<file path="config.mk">
export PLATFORM = sky130hd
export DESIGN_NAME = spi_config_register_bank
export DESIGN_NICKNAME = d
export VERILOG_FILES = /design/src/rtl/spi_config_pkg.sv /design/src/rtl/serial_frame_engine.sv /design/src/rtl/spi_config_register_bank.sv
export VERILOG_INCLUDE_DIRS = /design/src /design/src/rtl
export SDC_FILE = /design/constraint.sdc
export NUM_CORES = 1
export LEC_CHECK = 0
export CAP_MARGIN = 20
export CORE_ASPECT_RATIO = 2
export CORE_MARGIN = 1.5
export CORE_UTILIZATION = 60
export DETAILED_ROUTE_END_ITERATION = 8
export DONT_BUFFER_PORTS = 1
export PLACE_DENSITY = 0.85
export SYNTH_ARGS = -nofsm -noshare
export SYNTH_HDL_FRONTEND = slang
export SYNTH_SLANG_ARGS = --single-unit
</file>
<file path="constraint.sdc">
create_clock -name clk -period 5.3 [get_ports clk]
set_input_delay 0.795 -clock clk [delete_from_list [all_inputs] [get_ports clk]]
set_output_delay 0.795 -clock clk [all_outputs]
set_load 0.02 [all_outputs]
</file>
<file path="src/rtl/spi_config_consts.svh">
/*
  register map offsets, field positions, reset values and serial frame
  layout for the configuration register bank.
  assumes inclusion by bare name from the rtl folder.
*/
`ifndef SPI_CONFIG_CONSTS_SVH
`define SPI_CONFIG_CONSTS_SVH

// ----------------------------------------------------------------------
// register offsets
// ----------------------------------------------------------------------
`define ADDR_PORT_SETUP      8'h00
`define ADDR_PART_ID         8'h01
`define ADDR_SPEED_VARIANT   8'h02
`define ADDR_CHAN_INDEX_HI   8'h04
`define ADDR_CHAN_INDEX_LO   8'h05
`define ADDR_PROG_FIRST      8'h08
`define ADDR_PROG_LAST       8'h2D
`define ADDR_TRANSFER        8'hFF
`define PROG_COUNT           38

// ----------------------------------------------------------------------
// field positions
// ----------------------------------------------------------------------
`define PORT_LSB_HI          6
`define PORT_SOFT_HI         5
`define PORT_SOFT_LO         2
`define PORT_LSB_LO          1
`define VARIANT_HI           5
`define VARIANT_LO           4
`define TRANSFER_BIT         0
`define INSTR_RW             15
`define INSTR_LEN_HI         14
`define INSTR_LEN_LO         13
`define INSTR_ADDR_HI        7
`define BYTE_MSB             7
`define BYTE_LAST            3'h7
`define INSTR_LAST           4'hF
`define LEN_STREAM           2'h3

// ----------------------------------------------------------------------
// reset values
// ----------------------------------------------------------------------
`define PART_ID_DEFAULT      8'h5A  // arbitrary value
`define PORT_FIXED_ONES      8'h18
`define CHAN_INDEX_DEFAULT   8'h0F
`define PROG_DEFAULT         8'h00
`define PROG_CLOCK_INDEX     1
`define PROG_CLOCK_DEFAULT   8'h01
`define READ_UNMAPPED        8'h00

`endif

</file>
<file path="src/rtl/spi_config_pkg.sv">
/*
  types shared by the serial frame engine and the register bank.
  assumes nothing beyond the constants header.
*/
package spi_config_pkg;

  typedef enum logic [0:0] {PH_INSTR, PH_DATA} phase_e;

  typedef logic [7:0] byte_t;

  typedef struct packed {
    phase_e      phase;
    logic [3:0]  bit_cnt;
    logic [15:0] shift;
    logic        rw;
    logic [1:0]  len;
    logic [1:0]  byte_cnt;
    byte_t       addr;
    byte_t       out_byte;
    logic        sclk_prev;
    logic        sdio_out;
    logic        sdio_oe_n;
    logic        wr_stb;
    byte_t       wr_addr;
    byte_t       wr_data;
  } engine_s;

  typedef struct packed {
    logic                 lsb_first;
    logic [1:0]           variant;
    byte_t                chan_hi;
    byte_t                chan_lo;
    logic [37:0][7:0]     prog_master;
    logic [37:0][7:0]     prog_active;
  } bank_s;

endpackage : spi_config_pkg

</file>
<file path="src/rtl/serial_frame_engine.sv">
/*
  serial control port frame engine: 16-bit instruction, then one to
  three data bytes or a stream, msb or lsb first.
  assumes sclk, csb_n and sdio_in synchronous to clk and sclk well below
  half the clk rate.
*/
`timescale 1ns/10ps
`include "spi_config_consts.svh"

module serial_frame_engine
(
  input  wire logic                 clk,
  input  wire logic                 rst,
  input  wire logic                 sclk,
  input  wire logic                 csb_n,
  input  wire logic                 sdio_in,
  input  wire logic                 lsb_first,
  input  wire spi_config_pkg::byte_t rd_data,
  output spi_config_pkg::byte_t      rd_addr,
  output logic                      wr_stb,
  output spi_config_pkg::byte_t      wr_addr,
  output spi_config_pkg::byte_t      wr_data,
  output logic                      sdio_out,
  output logic                      sdio_oe_n
);

  spi_config_pkg::engine_s s_reg;
  spi_config_pkg::engine_s s_next;

  assign rd_addr   = s_reg.addr;
  assign wr_stb    = s_reg.wr_stb;
  assign wr_addr   = s_reg.wr_addr;
  assign wr_data   = s_reg.wr_data;
  assign sdio_out  = s_reg.sdio_out;
  assign sdio_oe_n = s_reg.sdio_oe_n;

  // ----------------------------------------------------------------------
  // frame sequencing
  // ----------------------------------------------------------------------
  always_comb
  begin
    logic        rise;
    logic        fall;
    logic [15:0] sh;
    logic [15:0] word;
    spi_config_pkg::byte_t data;
    spi_config_pkg::byte_t ob;
    rise = 1'b0;
    fall = 1'b0;
    sh   = '0;
    word = '0;
    data = '0;
    ob   = '0;
    s_next = s_reg;
    s_next.wr_stb    = 1'b0;
    s_next.sclk_prev = sclk;
    rise = sclk & ~s_reg.sclk_prev;
    fall = ~sclk & s_reg.sclk_prev;
    sh   = {s_reg.shift[14:0], sdio_in};
    if (csb_n)
    begin
      // stall after the instruction or between data bytes keeps place; mid-instruction, mid-byte or stream end restarts
      s_next.sdio_oe_n = 1'b1;
      if (s_reg.bit_cnt != 4'h0 || s_reg.len == `LEN_STREAM)
      begin
        s_next.phase   = spi_config_pkg::PH_INSTR;
        s_next.bit_cnt = 4'h0;
      end
    end
    else if (rise)
    begin
      s_next.shift   = sh;
      s_next.bit_cnt = s_reg.bit_cnt + 4'h1;
      if (s_reg.phase == spi_config_pkg::PH_INSTR)
      begin
        if (s_reg.bit_cnt == `INSTR_LAST)
        begin
          word = lsb_first ? {<<{sh}} : sh;
          s_next.rw       = word[`INSTR_RW];
          s_next.len      = word[`INSTR_LEN_HI:`INSTR_LEN_LO];
          s_next.addr     = word[`INSTR_ADDR_HI:0];
          s_next.byte_cnt = 2'h0;
          s_next.bit_cnt  = 4'h0;
          s_next.phase    = spi_config_pkg::PH_DATA;
        end
      end
      else if (s_reg.bit_cnt[2:0] == `BYTE_LAST)
      begin
        data = lsb_first ? {<<{sh[7:0]}} : sh[7:0];
        s_next.bit_cnt = 4'h0;
        if (!s_reg.rw)
        begin
          s_next.wr_stb  = 1'b1;
          s_next.wr_addr = s_reg.addr;
          s_next.wr_data = data;
        end
        s_next.addr = lsb_first ? s_reg.addr + 8'h01 : s_reg.addr - 8'h01;
        if (s_reg.len != `LEN_STREAM && s_reg.byte_cnt == s_reg.len)
        begin
          s_next.phase     = spi_config_pkg::PH_INSTR;
          s_next.sdio_oe_n = 1'b1;
        end
        else
          s_next.byte_cnt = s_reg.byte_cnt + 2'h1;
      end
    end
    else if (fall && s_reg.phase == spi_config_pkg::PH_DATA && s_reg.rw)
    begin
      // readback drives each bit from the falling edge before its rise
      ob = (s_reg.bit_cnt == 4'h0) ? rd_data : s_reg.out_byte;
      s_next.out_byte  = ob;
      s_next.sdio_oe_n = 1'b0;
      s_next.sdio_out  = lsb_first ? ob[s_reg.bit_cnt[2:0]]
                                   : ob[`BYTE_LAST - s_reg.bit_cnt[2:0]];
    end
  end

  always_ff @(posedge clk)
  begin
    if (rst)
    begin
      s_reg           <= '0;
      s_reg.phase     <= spi_config_pkg::PH_INSTR;
      s_reg.sdio_oe_n <= 1'b1;
    end
    else
      s_reg <= s_next;
  end

endmodule : serial_frame_engine

</file>
<file path="src/rtl/spi_config_register_bank.sv">
/*
  configuration register bank behind the three-wire serial control port:
  chip configuration, channel index, transfer command and shadowed
  program function registers.
  assumes a host that keeps the serial framing; clk well above sclk.
*/
// Operation
// - only the program region 0x08 to 0x2D written to shadow first
// - decode chip config, index/transfer and program function regions
// - every location eight bits, bit 7 most significant
// - any reset loads default values into configuration registers
// - port setup mirrors soft reset and lsb first; bits 4,3 read one
`timescale 1ns/10ps
`include "spi_config_consts.svh"

module spi_config_register_bank
(
  input  wire logic           clk,
  input  wire logic           rst,
  input  wire logic           sclk,
  input  wire logic           csb_n,
  input  wire logic           sdio_in,
  input  wire logic [1:0]     variant_code,
  output logic                sdio_out,
  output logic                sdio_oe_n,
  output logic                lsb_first,
  output logic [7:0]          chan_index_hi,
  output logic [7:0]          chan_index_lo,
  output logic [303:0]        prog_active
);

  localparam spi_config_pkg::byte_t PART_ID = `PART_ID_DEFAULT; // arbitrary

  spi_config_pkg::bank_s s_reg;
  spi_config_pkg::bank_s s_next;
  spi_config_pkg::byte_t rd_addr;
  spi_config_pkg::byte_t rd_data;
  spi_config_pkg::byte_t wr_addr;
  spi_config_pkg::byte_t wr_data;
  logic                  wr_stb;
  logic                  rd_prog;
  logic                  wr_prog;
  logic [5:0]            rd_index;
  logic [5:0]            wr_index;
  spi_config_pkg::byte_t port_image;
  spi_config_pkg::byte_t speed_image;

  assign lsb_first     = s_reg.lsb_first;
  assign chan_index_hi = s_reg.chan_hi;
  assign chan_index_lo = s_reg.chan_lo;
  assign prog_active   = s_reg.prog_active;

  // ----------------------------------------------------------------------
  // serial port
  // ----------------------------------------------------------------------
  serial_frame_engine u_engine
  (
    .clk       (clk),
    .rst       (rst),
    .sclk      (sclk),
    .csb_n     (csb_n),
    .sdio_in   (sdio_in),
    .lsb_first (s_reg.lsb_first),
    .rd_data   (rd_data),
    .rd_addr   (rd_addr),
    .wr_stb    (wr_stb),
    .wr_addr   (wr_addr),
    .wr_data   (wr_data),
    .sdio_out  (sdio_out),
    .sdio_oe_n (sdio_oe_n)
  );

  // ----------------------------------------------------------------------
  // region decode
  // ----------------------------------------------------------------------
  // window offsets are only meaningful while the region flag is set
  always_comb
  begin
    spi_config_pkg::byte_t roff;
    spi_config_pkg::byte_t woff;
    roff     = rd_addr - `ADDR_PROG_FIRST;
    woff     = wr_addr - `ADDR_PROG_FIRST;
    rd_prog  = (rd_addr >= `ADDR_PROG_FIRST)
             && (rd_addr <= `ADDR_PROG_LAST);
    wr_prog  = (wr_addr >= `ADDR_PROG_FIRST)
             && (wr_addr <= `ADDR_PROG_LAST);
    rd_index = roff[5:0];
    wr_index = woff[5:0];
  end

  // ----------------------------------------------------------------------
  // fixed register images
  // ----------------------------------------------------------------------
  // soft reset bits self clear, so they always read back as zero
  always_comb
  begin
    port_image               = `PORT_FIXED_ONES;
    port_image[`PORT_LSB_HI] = s_reg.lsb_first;
    port_image[`PORT_LSB_LO] = s_reg.lsb_first;
  end

  always_comb
  begin
    speed_image                          = '0;
    speed_image[`VARIANT_HI:`VARIANT_LO] = s_reg.variant;
  end

  // ----------------------------------------------------------------------
  // default image
  // ----------------------------------------------------------------------
  function automatic spi_config_pkg::bank_s defaults
  (
    input logic [1:0] variant
  );
    spi_config_pkg::bank_s d;
    d = '0;
    d.lsb_first = 1'b0;
    d.variant   = variant;
    d.chan_hi   = `CHAN_INDEX_DEFAULT;
    d.chan_lo   = `CHAN_INDEX_DEFAULT;
    for (int i = 0; i < `PROG_COUNT; i++)
    begin
      d.prog_master[i] = `PROG_DEFAULT;
      d.prog_active[i] = `PROG_DEFAULT;
    end
    d.prog_master[`PROG_CLOCK_INDEX] = `PROG_CLOCK_DEFAULT;
    d.prog_active[`PROG_CLOCK_INDEX] = `PROG_CLOCK_DEFAULT;
    return d;
  endfunction : defaults

  // ----------------------------------------------------------------------
  // readback
  // ----------------------------------------------------------------------
  always_comb
  begin
    rd_data = `READ_UNMAPPED;
    case (rd_addr)
      `ADDR_PORT_SETUP:
      begin
        rd_data = port_image;
      end
      `ADDR_PART_ID:
      begin
        rd_data = PART_ID;
      end
      `ADDR_SPEED_VARIANT:
      begin
        rd_data = speed_image;
      end
      `ADDR_CHAN_INDEX_HI:
      begin
        rd_data = s_reg.chan_hi;
      end
      `ADDR_CHAN_INDEX_LO:
      begin
        rd_data = s_reg.chan_lo;
      end
      `ADDR_TRANSFER:
      begin
        // transfer bit self clears
        rd_data = `READ_UNMAPPED;
      end
      default:
      begin
        // program region shows the shadow stage
        if (rd_prog)
          rd_data = s_reg.prog_master[rd_index];
      end
    endcase
  end

  // ----------------------------------------------------------------------
  // register writes
  // ----------------------------------------------------------------------
  always_comb
  begin
    s_next = s_reg;
    s_next.variant = variant_code;
    if (wr_stb)
    begin
      case (wr_addr)
        `ADDR_PORT_SETUP:
        begin
          // either nibble sets a bit, whatever the shift order
          if (wr_data[`PORT_SOFT_HI] | wr_data[`PORT_SOFT_LO])
            s_next = defaults(variant_code);
          else
            s_next.lsb_first = wr_data[`PORT_LSB_HI]
                             | wr_data[`PORT_LSB_LO];
        end
        `ADDR_PART_ID,
        `ADDR_SPEED_VARIANT:
        begin
          // read-only locations: the write is dropped
        end
        `ADDR_CHAN_INDEX_HI:
        begin
          s_next.chan_hi = wr_data;
        end
        `ADDR_CHAN_INDEX_LO:
        begin
          s_next.chan_lo = wr_data;
        end
        `ADDR_TRANSFER:
        begin
          if (wr_data[`TRANSFER_BIT])
            s_next.prog_active = s_reg.prog_master;
        end
        default:
        begin
          // shadow stage only; active copy waits for the transfer bit
          if (wr_prog)
            s_next.prog_master[wr_index] = wr_data;
        end
      endcase
    end
  end

  always_ff @(posedge clk)
  begin
    if (rst)
      s_reg <= defaults(2'b00);
    else
      s_reg <= s_next;
  end

endmodule : spi_config_register_bank

</file>
# After elaboration in Yosys (flattened, before gate mapping)
# Cells that the tools add are included.
[totals]
regBits = 689
out_inout_bits = 323
elab_cells = 221
[classes]
n_addsub = 7
magnitude_cmp = 9
n_eq_ne = 23
muxes = 42
bitwise = 12
n_reduce_logical = 34
[ops]
columns = ["operator", "count"]
rows = [
  ["one-hot mux 304 bit (2 select lines)", 2],
  ["2-to-1 mux 624 bit", 1],
  ["2-to-1 mux 304 bit", 2],
  ["bitwise mux 304 bit", 1],
  ["binary-select mux 8 bit (select 6 bit)", 1],
  ["demux 8 bit (select 6 bit)", 1],
  ["2-to-1 mux 8 bit", 6],
  ["one-hot mux 8 bit (6 select lines)", 1],
  ["2-to-1 mux 18 bit", 2],
  ["2-to-1 mux 34 bit", 1],
  ["equality test 8 x 3 -> 1 bit, second input constant", 4],
  ["one-hot mux 8 bit (2 select lines)", 2],
  ["2-to-1 mux 5 bit", 5],
  ["2-to-1 mux 10 bit", 2],
  ["AND reduction 4 bit", 5],
  ["2-to-1 mux 17 bit", 1],
  ["equality test 8 x 1 -> 1 bit, second input constant", 2],
  ["equality test 8 x 2 -> 1 bit, second input constant", 2],
  ["equality test 8 bit, second input constant", 2],
  [">= comparator 8 x 4 -> 1 bit, second input constant", 2],
  ["<= comparator 8 x 6 -> 1 bit, second input constant", 2],
  ["logical NOT 8 bit", 2],
  ["2-to-1 mux 16 bit", 1],
  ["less-than comparator 6 x 7 -> 1 bit, second input constant", 2],
  ["other kinds (32)", 75],
]

# Longest topological paths before layout
# Gate-level depths: netlist of the first run.
[depth]
ltp_word = 9
depth_mapped = 15
depth_no_buf = 10

# Modules after synthesis
# Synthesis of the first run repeated with hierarchy kept, for this count alone.
[unflattened]
hier_cells = 3793
area_unflattened_um2 = 32311.0
[modules_own_cells]
columns = ["module", "n_inst", "cells_per_inst", "area_per_inst_um2", "seq_area_each_um2"]
rows = [
  ["spi_config_register_bank", 1, 3394, 28982.8, 12552.0],
  ["serial_frame_engine", 1, 399, 3328.2, 1221.2],
]

# Worst setup path before layout of the first run
# OpenSTA, ideal clock, no wires.
[synth_path]
path_kind = "reg-to-reg"
start = "register u_engine.s_reg, in the netlist u_engine.rd_addr[0]"
end = "register u_engine.s_reg, in the netlist u_engine.sdio_out"
setup_time_ns = 0.086
arrival_ns = 3.014
slack_ns = 2.199
path_stages_with_launch = 16
path_buffers = 5
period_less_slack_ns = 3.101
path_cell_list = "dfxtp_1 > buf_4 > buf_6 > buf_4 > inv_1 > buf_6 > ha_1 > clkbuf_1 > nor2_1 > o21a_1 > o21ai_0 > a21oi_1 > or3_1 > nor4bb_1 > or4_1 > a221oi_2"
[synth_via]
elab_chain_len = 9
elab_cells_between_ends = 20
classes_between = "1 x add/sub; 2 x order compare; 5 x eq/ne; 10 x mux; 2 x reduce/logical"
[synth_lines]
columns = ["element", "line_no", "text"]
rows = [
  ["start: declaration", "serial_frame_engine.sv:27", "spi_config_pkg::engine_s s_reg;"],
  ["start signal: assignment", "serial_frame_engine.sv:127", "s_reg <= s_next;"],
  ["subtractor 6 x 4 -> 6 bit (no source line)", "-", ""],
  ["binary-select mux 8 bit (select 6 bit)", "spi_config_register_bank.sv:167", "rd_data = s_reg.prog_master[rd_index];"],
  ["2-to-1 mux 8 bit (implied by the code)", "spi_config_register_bank.sv:167", ""],
  ["2-to-1 mux 8 bit", "spi_config_register_bank.sv:166", "if (rd_prog)"],
  ["one-hot mux 8 bit (6 select lines) *", "spi_config_register_bank.sv:137", "case (rd_addr)"],
  ["2-to-1 mux 8 bit *", "serial_frame_engine.sv:110", "ob = (s_reg.bit_cnt == 4'h0) ? rd_data : s_reg.out_byte;"],
  ["binary-select mux 1 bit (select 3 bit), on equally long branches", "serial_frame_engine.sv:114, serial_frame_engine.sv:113", ""],
  ["2-to-1 mux 1 bit, on equally long branches", "serial_frame_engine.sv:114, serial_frame_engine.sv:113", ""],
  ["2-to-1 mux 1 bit *", "serial_frame_engine.sv:113", "s_next.sdio_out = lsb_first ? ob[s_reg.bit_cnt[2:0]]"],
]
# Every way passes the cells marked *; elsewhere a longest branch is shown, timed or not. The select of a mux whose other input is x is not followed.
# A chain may end at the register's enable or synchronous reset.

# Worst setup path after layout of the first run
[layout_path]
start = "register u_engine.s_reg, in the netlist u_engine.wr_addr[2]"
end = "register s_reg[485] in the netlist's numbering"
[layout_via]
elab_chain_len = 8
elab_cells_between_ends = 23
classes_between = "1 x add/sub; 4 x order compare; 6 x eq/ne; 5 x mux; 1 x bitwise; 6 x reduce/logical"
[layout_lines]
columns = ["element", "line_no", "text"]
rows = [
  ["subtractor 6 x 4 -> 6 bit (no source line)", "-", ""],
  ["less-than comparator 6 x 7 -> 1 bit (implied by the code) or >= comparator 6 x 1 -> 1 bit (tied branches)", "spi_config_register_bank.sv:213", "s_next.prog_master[wr_index] = wr_data;"],
  ["logical AND 1 bit (implied by the code)", "spi_config_register_bank.sv:213", ""],
  ["2-to-1 mux 8 bit (implied by the code)", "spi_config_register_bank.sv:213", ""],
  ["demux 8 bit (select 6 bit)", "spi_config_register_bank.sv:213", ""],
  ["bitwise mux 304 bit", "spi_config_register_bank.sv:213", ""],
  ["2-to-1 mux 304 bit", "spi_config_register_bank.sv:212", "if (wr_prog)"],
  ["one-hot mux 304 bit (2 select lines)", "spi_config_register_bank.sv:181", "case (wr_addr)"],
  ["end signal: assignment", "spi_config_register_bank.sv:222", "s_reg <= defaults(2'b00);"],
  ["end signal: assignment", "spi_config_register_bank.sv:224", "s_reg <= s_next;"],
  ["end: declaration", "spi_config_register_bank.sv:34", "spi_config_pkg::bank_s s_reg;"],
]
# Parallel ways exist; a longest one is shown, timed or not. The select of a mux whose other input is x is not followed.

==> results of run 1 <==
## cell usage after synthesis (4+ instances only)
library cell  count
ha_1             11
or3_1             5
o21ai_1          10
a311oi_1          4
nor3b_1           4
a21o_1            4
mux4_1           10
a22oi_1         331
nand3_1         334
a31oi_1           4
buf_6            22
nand4b_1          4
o22ai_1           8
inv_1            12
nor3_1           22
nor2_1          422
mux2_2           28
o21ai_2          29
nand2b_1         13
nand3b_1          7
a21oi_1         362
buf_4           343
or3b_2            4
and3_1           10
buf_1            21
nor2b_1          16
mux4_2           47
mux2i_1          32
nand4_1           8
a221oi_1         14
o21ai_0          22
nand2_1         382
clkbuf_1        163
or2_2             4
and2_1            5
nor4_1            5
buf_2            51
a211oi_1         20
dfxtp_1         688
o21bai_1          5
o211ai_1          6
## where the power goes
group          switching [uW]  total (uW)  leakage (uW)  internal (uW)
Sequential               5.35        5170       0.00554           5170
Clock                    2030        4650       0.00101           2610
Combinational            30.2        47.5       0.00316           17.3
## how the worst max path moves through the flow
stage	to	slack, ps	depth (start not counted)
after floorplan	u_engine.sdio_out	2200	15
after global placement	s_reg[453]	1350	9
after detailed placement	s_reg[485]	1230	9
after CTS	s_reg[485]	1180	9
after global routing	s_reg[469]	870	9
final	s_reg[485]	1050	9
## worst max-delay path, cell delays in order (launching register included)
cell and delay, ps:
dfxtp_1 540, or3_1 480, or2_1 420, o31ai_4 160
a2111oi_2 420, buf_4 540, and3_1 880, buf_4 430
a22oi_1 140, nor2_1 140
## per-layer routing
layer  vias to the layer above  GRT usage, %  share of wire [%]
met5                         -             0                  0
met4                         0          32.2                 10
met3                       525          8.41                8.9
met2                      1553          62.3                 47
met1                     11936          39.4                 33
li1                      11154             -                  -
## kinds of logic after synthesis
group | count (synthesis)
fa+ha+maj | 11
mux | 117
buf+inv | 615
simple gates | 1257
flops | 688
xor+xnor | 3
compound gates | 849
## final cells by class
cell class / instances / area (um2)
multi-input combinational: 2237 / 13100
clock buffer: 73 / 1620
antenna: 3 / 7.51
timing repair buffer: 40 / 400
inverter: 14 / 52.6
fill: 4455 / 20400
sequential: 688 / 13800
tap: 654 / 818
clock inverter: 33 / 437
## metrics by stage
step | std cells | instance area, um2
after global placement | 3632 | 28200
after CTS | 3738 | 30200
final | 3742 | 30200
after floorplan | 3540 | 30700
after global routing | 3740 | 30200
after detailed placement | 3632 | 28200
==> results.md, run 1 <==
* Data arrival time of the critical path at 4830 ps
* Layout Utilization at roughly three fifths
* Leak Pwr at ~0.0097 uW
* Hold Crit Class: input pin to flop
* Rows at between 100 and 150
* Setup crit start kind: flop
* Die height at roughly 320 um
* RSZ-0062 raised after global routing: false
* ANT nets after route at 0
* GPL Wtd Cong at roughly 1.0
* PortBufs at 0
* Worst-Margin Slew at 1050 ps
* Final worst-path cycle share at approximately four fifths
* Synth top area share at between 40 and 50%
* Cts bufs inserted at 56
* Crit path max fanout at 35
* CTS tree: done
* Mux cell area share after synthesis at ~6.4%
* Reg clk slew, reported paths at approximately 70 ps
* Sequential area share after synthesis at 44.9%
* Tot GR Track Use at between 30% and 40%
* Post-synthesis register bit count at roughly 690
* HPWL Detailed at 69400 um
* Max-Cap Viols at 0
* Largest net degree at the start of global routing at slightly below 700
* Initial antenna violation count at 2
* Clock skew at 28.4 ps
* Final slew viol count at 0
* Netlist cell types at 74
* RR Startpoint: u_engine.wr_addr[2]
* WHS at ~220 ps
* Hold buffers post-CTS at 0
* CTS root buf: clkbuf_16
* R2R Setup Slk at between 1000 and 1500 ps
* Sink Count at around 690
* Remaining DRCs at 0
* Setup bufs post-CTS at 0
* Post-Route WL at approximately 100000 um
* Async SR Flop Fraction at 0%
* Vias/cell at 6.73
* Post-Synth XOR/XNOR Area at less than 1%
* Slew HR at around 30%
* Max reg flops at approximately 310
* CTS H-tree lvls at 2
* Pwr dens at about 330 nW/um2
* Ports at 330
* DIE AREA at ~53000 um2
* Post-cts sizing count at 0
* Mapped Area at a little over 30000 um2
* Total power at just under 10000 uW
* Initial DRC count at roughly 3500
* Outcome: complete, no violations
* Final hold violations at 0
* FMAX at roughly 240 MHz
* CORE AREA at about 51000 um2
* HP Start: rst
* Origin of the worst setup path: u_engine.wr_addr[2]
* Mean Syn Cell Area at about 8.7 um2
* Area contributors post-synth: dfxtp_1 45%, buf_4 8.4%, a22oi_1 8.1%, a21oi_1 5.9%, nand3_1 5.4%
* Hold Crit Depth at 1
* Final worst setup slack at ~1000 ps
* WHS Endpoint: prog_active[207]
* Commonest non-fill, non-tap cells in the layout: 685 x dfxtp_1, 420 x nor2_1, 382 x nand2_1, 362 x a21oi_1, 334 x nand3_1
* Largest family of logic cells by synthesized area: compound AO/OA/AOI/OAI gates
* Ratio of cells with drive above 1 in the final layout at 8.72%
* Peak supply drop at between 0.0003 and 0.0004 V
* RR Endpoint: s_reg[485]
* Layout area overhead at -1.45%
* Clk_lat worst skew at about 650 ps
* CP Class: flop to flop
* R2R depth at 9
* Critical Path End Type: flop
* Tmin final at 4250 ps
* Longest Clk Path Bufs at 3
* Via count at between 20000 and 30000
* Area leader, netlist: dfxtp_1
* Vias in the first global route at around 24000
* Post-synthesis simple-gate area fraction at 17.8%
* Final setup fails at 0
* Cells after synthesis at roughly 3500
* GRT Residual Overflow at 0
* Chip Width at 163 um
* # nets final at between 3000 and 4000
* Total nets after synthesis at 3558
* Post-synth EDFFs at 0
* Worst EP required at 5880 ps
* Post-DR wirelength/cell at approximately 27 um
* Commonest non-fill, non-tap cell in the layout: dfxtp_1
* Synth Area in Compound Gates at between 15 and 20%
* Pre-CTS WS at 1230 ps
* Initial Util at between 60% and 70%
* Post-synth top flop: dfxtp_1
* Ys Warns at 0
* Setup TNS at 0 ps
* Drt first pass iters at 7
* First-pass GRT wire length at 148000 um
* Post-Synth Adder-Cell Area at less than 1%
(Power assumes the default switching activity.)
==> inputs of run 2 (changes only) <==
- ABC_AREA: not set -> 1
- clock period: 5.3 -> 4.3 ns (I/O delays scaled with it)
==> results.md, run 2 <==
* Outcome: complete, no violations
* Chip Width at 165 um (+1.5%)
* Ys Warns at 0 (unchanged)
* Layout area overhead at -1.28%
* Via count at 28254 (+12%)
* Longest Clk Path Bufs at 3 (unchanged)
* GPL Wtd Cong at 0.962 (-6.6%)
* CORE AREA at 52000 um2 (+2.6%)
* R2R depth at 13 (+4)
* Cells after synthesis at 4468 (+26%)
* CTS tree: done
* Post-Route WL at 99100 um (-1.6%)
* Slew HR at 27.1% (-2.8 points)
* First-pass GRT wire length at 151000 um (+1.8%)
* Ratio of cells with drive above 1 in the final layout at 4.86% (-3.9 points)
* Drt first pass iters at 7 (unchanged)
* Setup bufs post-CTS at 0 (unchanged)
* Leak Pwr at 0.0112 uW (+15%)
* Max reg flops at 306 (unchanged)
* Sink Count at 688 (unchanged)
* RR Startpoint: u_engine.wr_addr[7]
* Total nets after synthesis at 4486 (+26%)
* Area contributors post-synth: dfxtp_1 44%, nand2_1 13%, a21oi_1 11%, buf_4 7.7%, nor2_1 5.7%
* Clock skew at 26.8 ps (-1.57 ps)
* Initial DRC count at 3222 (-7.3%)
* Netlist cell types at 41 (-45%)
* ANT nets after route at 0 (unchanged)
* HP Start: csb_n
* FMAX at 288 MHz (+23%)
* Tot GR Track Use at 35.7% (-1.7 points)
* DP Area at 29300 um2 (+3.9%)
* CP Class: flop to flop
* R2R Setup Slk at 830 ps (-210 ps)
* Cts bufs inserted at 56 (unchanged)
* Peak supply drop at 0.000393 V (+16%)
* # nets final at 3970 (+30%)
* Number of diodes at 0 (-3)
* Tmin final at 3470 ps (-786 ps)
* Vias/cell at 6.07 (-9.8%)
* Top cells by count, synth: 1116 x nand2_1, 701 x a21oi_1, 688 x dfxtp_1, 479 x nor2_1, 325 x buf_4
* Initial antenna violation count at 0 (-2)
* GRT Residual Overflow at 0 (unchanged)
* Crit path max fanout at 234 (+570%)
* Area leader, netlist: dfxtp_1
* Remaining DRCs at 0 (unchanged)
* Post-synth EDFFs at 0 (unchanged)
* Final worst-path cycle share at 80.7% (+0.39 points)
* Max-Cap Viols at 0 (unchanged)
* Hold Crit Class: input pin to flop
* Largest net degree at the start of global routing at 642 (-6.8%)
* DIE AREA at 54100 um2 (+2.9%)
* HPWL Detailed at 66700 um (-3.9%)
* Critical Path End Type: flop
* Initial Util at 60.8% (+0.23 points)
* Sequential area share after synthesis at 43.6% (-1.3 points)
* Die height at 328 um (+1.5%)
* Post-synthesis register bit count at 688 (unchanged)
* Mapped Area at 31600 um2 (+3.0%)
* Setup TNS at 0 ps (unchanged)
* Synth top area share at 43.6% (-1.3 points)
* Pwr dens at 382 nW/um2 (+17%)
* Hold Crit Depth at 1 (unchanged)
* Reg clk slew, reported paths at 80 ps (about the same)
* Setup crit start kind: flop
* Clk_lat worst skew at 630 ps (-20 ps)
* Top-count cell post-synth: nand2_1
* Rows at 118 (+0.85%)
* CTS H-tree lvls at 2 (unchanged)
* WHS at 85.8 ps (-138 ps)
* CTS root buf: clkbuf_16
* Post-synth top flop: dfxtp_1
* Post-cts sizing count at 0 (unchanged)
* Post-DR wirelength/cell at 21.3 um (-21%)
* PortBufs at 0 (unchanged)
* # fillers at 4757 (+6.8%)
* Post-route cell area at 31200 um2 (+3.2%)
* Mean Syn Cell Area at 7.07 um2 (-18%)
* Hold buffers post-CTS at 0 (unchanged)
* Commonest non-fill, non-tap cell in the layout: nand2_1
* Commonest non-fill, non-tap cells in the layout: 1115 x nand2_1, 701 x a21oi_1, 686 x dfxtp_1, 473 x nor2_1, 311 x nor3_1
* Vias in the first global route at 26618 (+12%)
* Data arrival time of the critical path at 3980 ps (-850 ps)
* Ports at 330 (unchanged)
* Async SR Flop Fraction at 0% (unchanged)
* RR Endpoint: prog_active[231]
* Worst EP required at 4820 ps (-1060 ps)
* Layout Utilization at 60.0% (+0.32 points)
* Final setup fails at 0 (unchanged)
* Final hold violations at 0 (unchanged)
* WHS Endpoint: u_engine.wr_stb
* Worst-Margin Slew at 1090 ps (+42.4 ps)
* Origin of the worst setup path: u_engine.wr_addr[7]
* RSZ-0062 raised after global routing: false
* Final slew viol count at 0 (unchanged)
run 2: changes by cell type in the layout (fill, tap and decap cells not counted), sizes merged, moves of 57 or more:
cell / delta
nor3: +292
inv: +163
a22oi: -330
nor2: +62
a21oi: +339
nand3: -210
nand2: +735
mux4: -57
o21ai: +99
run 2: critical path, cell delays in order (launching register included):
cell and delay [ps]:
dfxtp_1 320, inv_1 90, nand2_1 60, nor2_1 130, nand2_1 150, nor2_4 120
inv_2 120, nor3_4 180, nor2_2 110, nand2_4 120, buf_12 700, buf_4 710
a21oi_1 150, nor3_1 180
run 2: worst max-delay path by stage:
| stage | cells past startpoint | slack, ps | end |
|---|---|---|---|
| finish | 13 | 830 | prog_active[231] |
| CTS | 13 | 950 | prog_active[231] |
| detailed placement | 13 | 1050 | prog_active[231] |
| global route | 13 | 580 | prog_active[231] |
| global placement | 16 | 1130 | u_engine.sdio_out |
| floorplan | 20 | 1930 | u_engine.sdio_out |
run 2: power by group:
group          internal (uW)  switching (uW)  leakage, uW
sequential              6380            8.57      0.00554
combinational           26.9            57.7      0.00469
clock                   3000            2450     0.000936
total                   9400            2510       0.0112
run 2: area by class of cell:
type	instances	area (um2)	share of cell area [%]
Sequential cell	688	13800	44.2
Multi-Input combinational cell	2991	13500	43.4
Clock buffer	79	1660	5.32
Tap cell	660	826	2.65
Inverter	181	697	2.23
Timing Repair Buffer	34	418	1.34
Clock inverter	22	272	0.870
run 2: kinds of logic after synthesis:
group | count (synthesis) | synth area share (%)
buf+inv | 789 | 13.7
xor+xnor | 6 | 0.166
compound gates | 910 | 15.4
mux | 8 | 0.253
simple gates | 2056 | 26.4
flops | 688 | 43.6
fa+ha+maj | 11 | 0.436
run 2: layer usage:
layer	up-vias	share of wire, %	GRT usage, %
met2	1636	48	59.3
met1	12935	34	39.8
met5	-	0	0
li1	13195	-	-
met3	488	10	7.89
met4	0	7.9	25.3
run 2: per-stage QoR:
step / std cells / power [uW] / worst slack (ps)
6_report: 4655 / 11900 / 832
2_1_floorplan: 4468 / 6670 / 1930
4_1_cts: 4654 / 11900 / 950
3_5_place_dp: 4553 / 6610 / 1050
5_1_grt: 4655 / 12200 / 579
3_3_place_gp: 4553 / 6610 / 1130
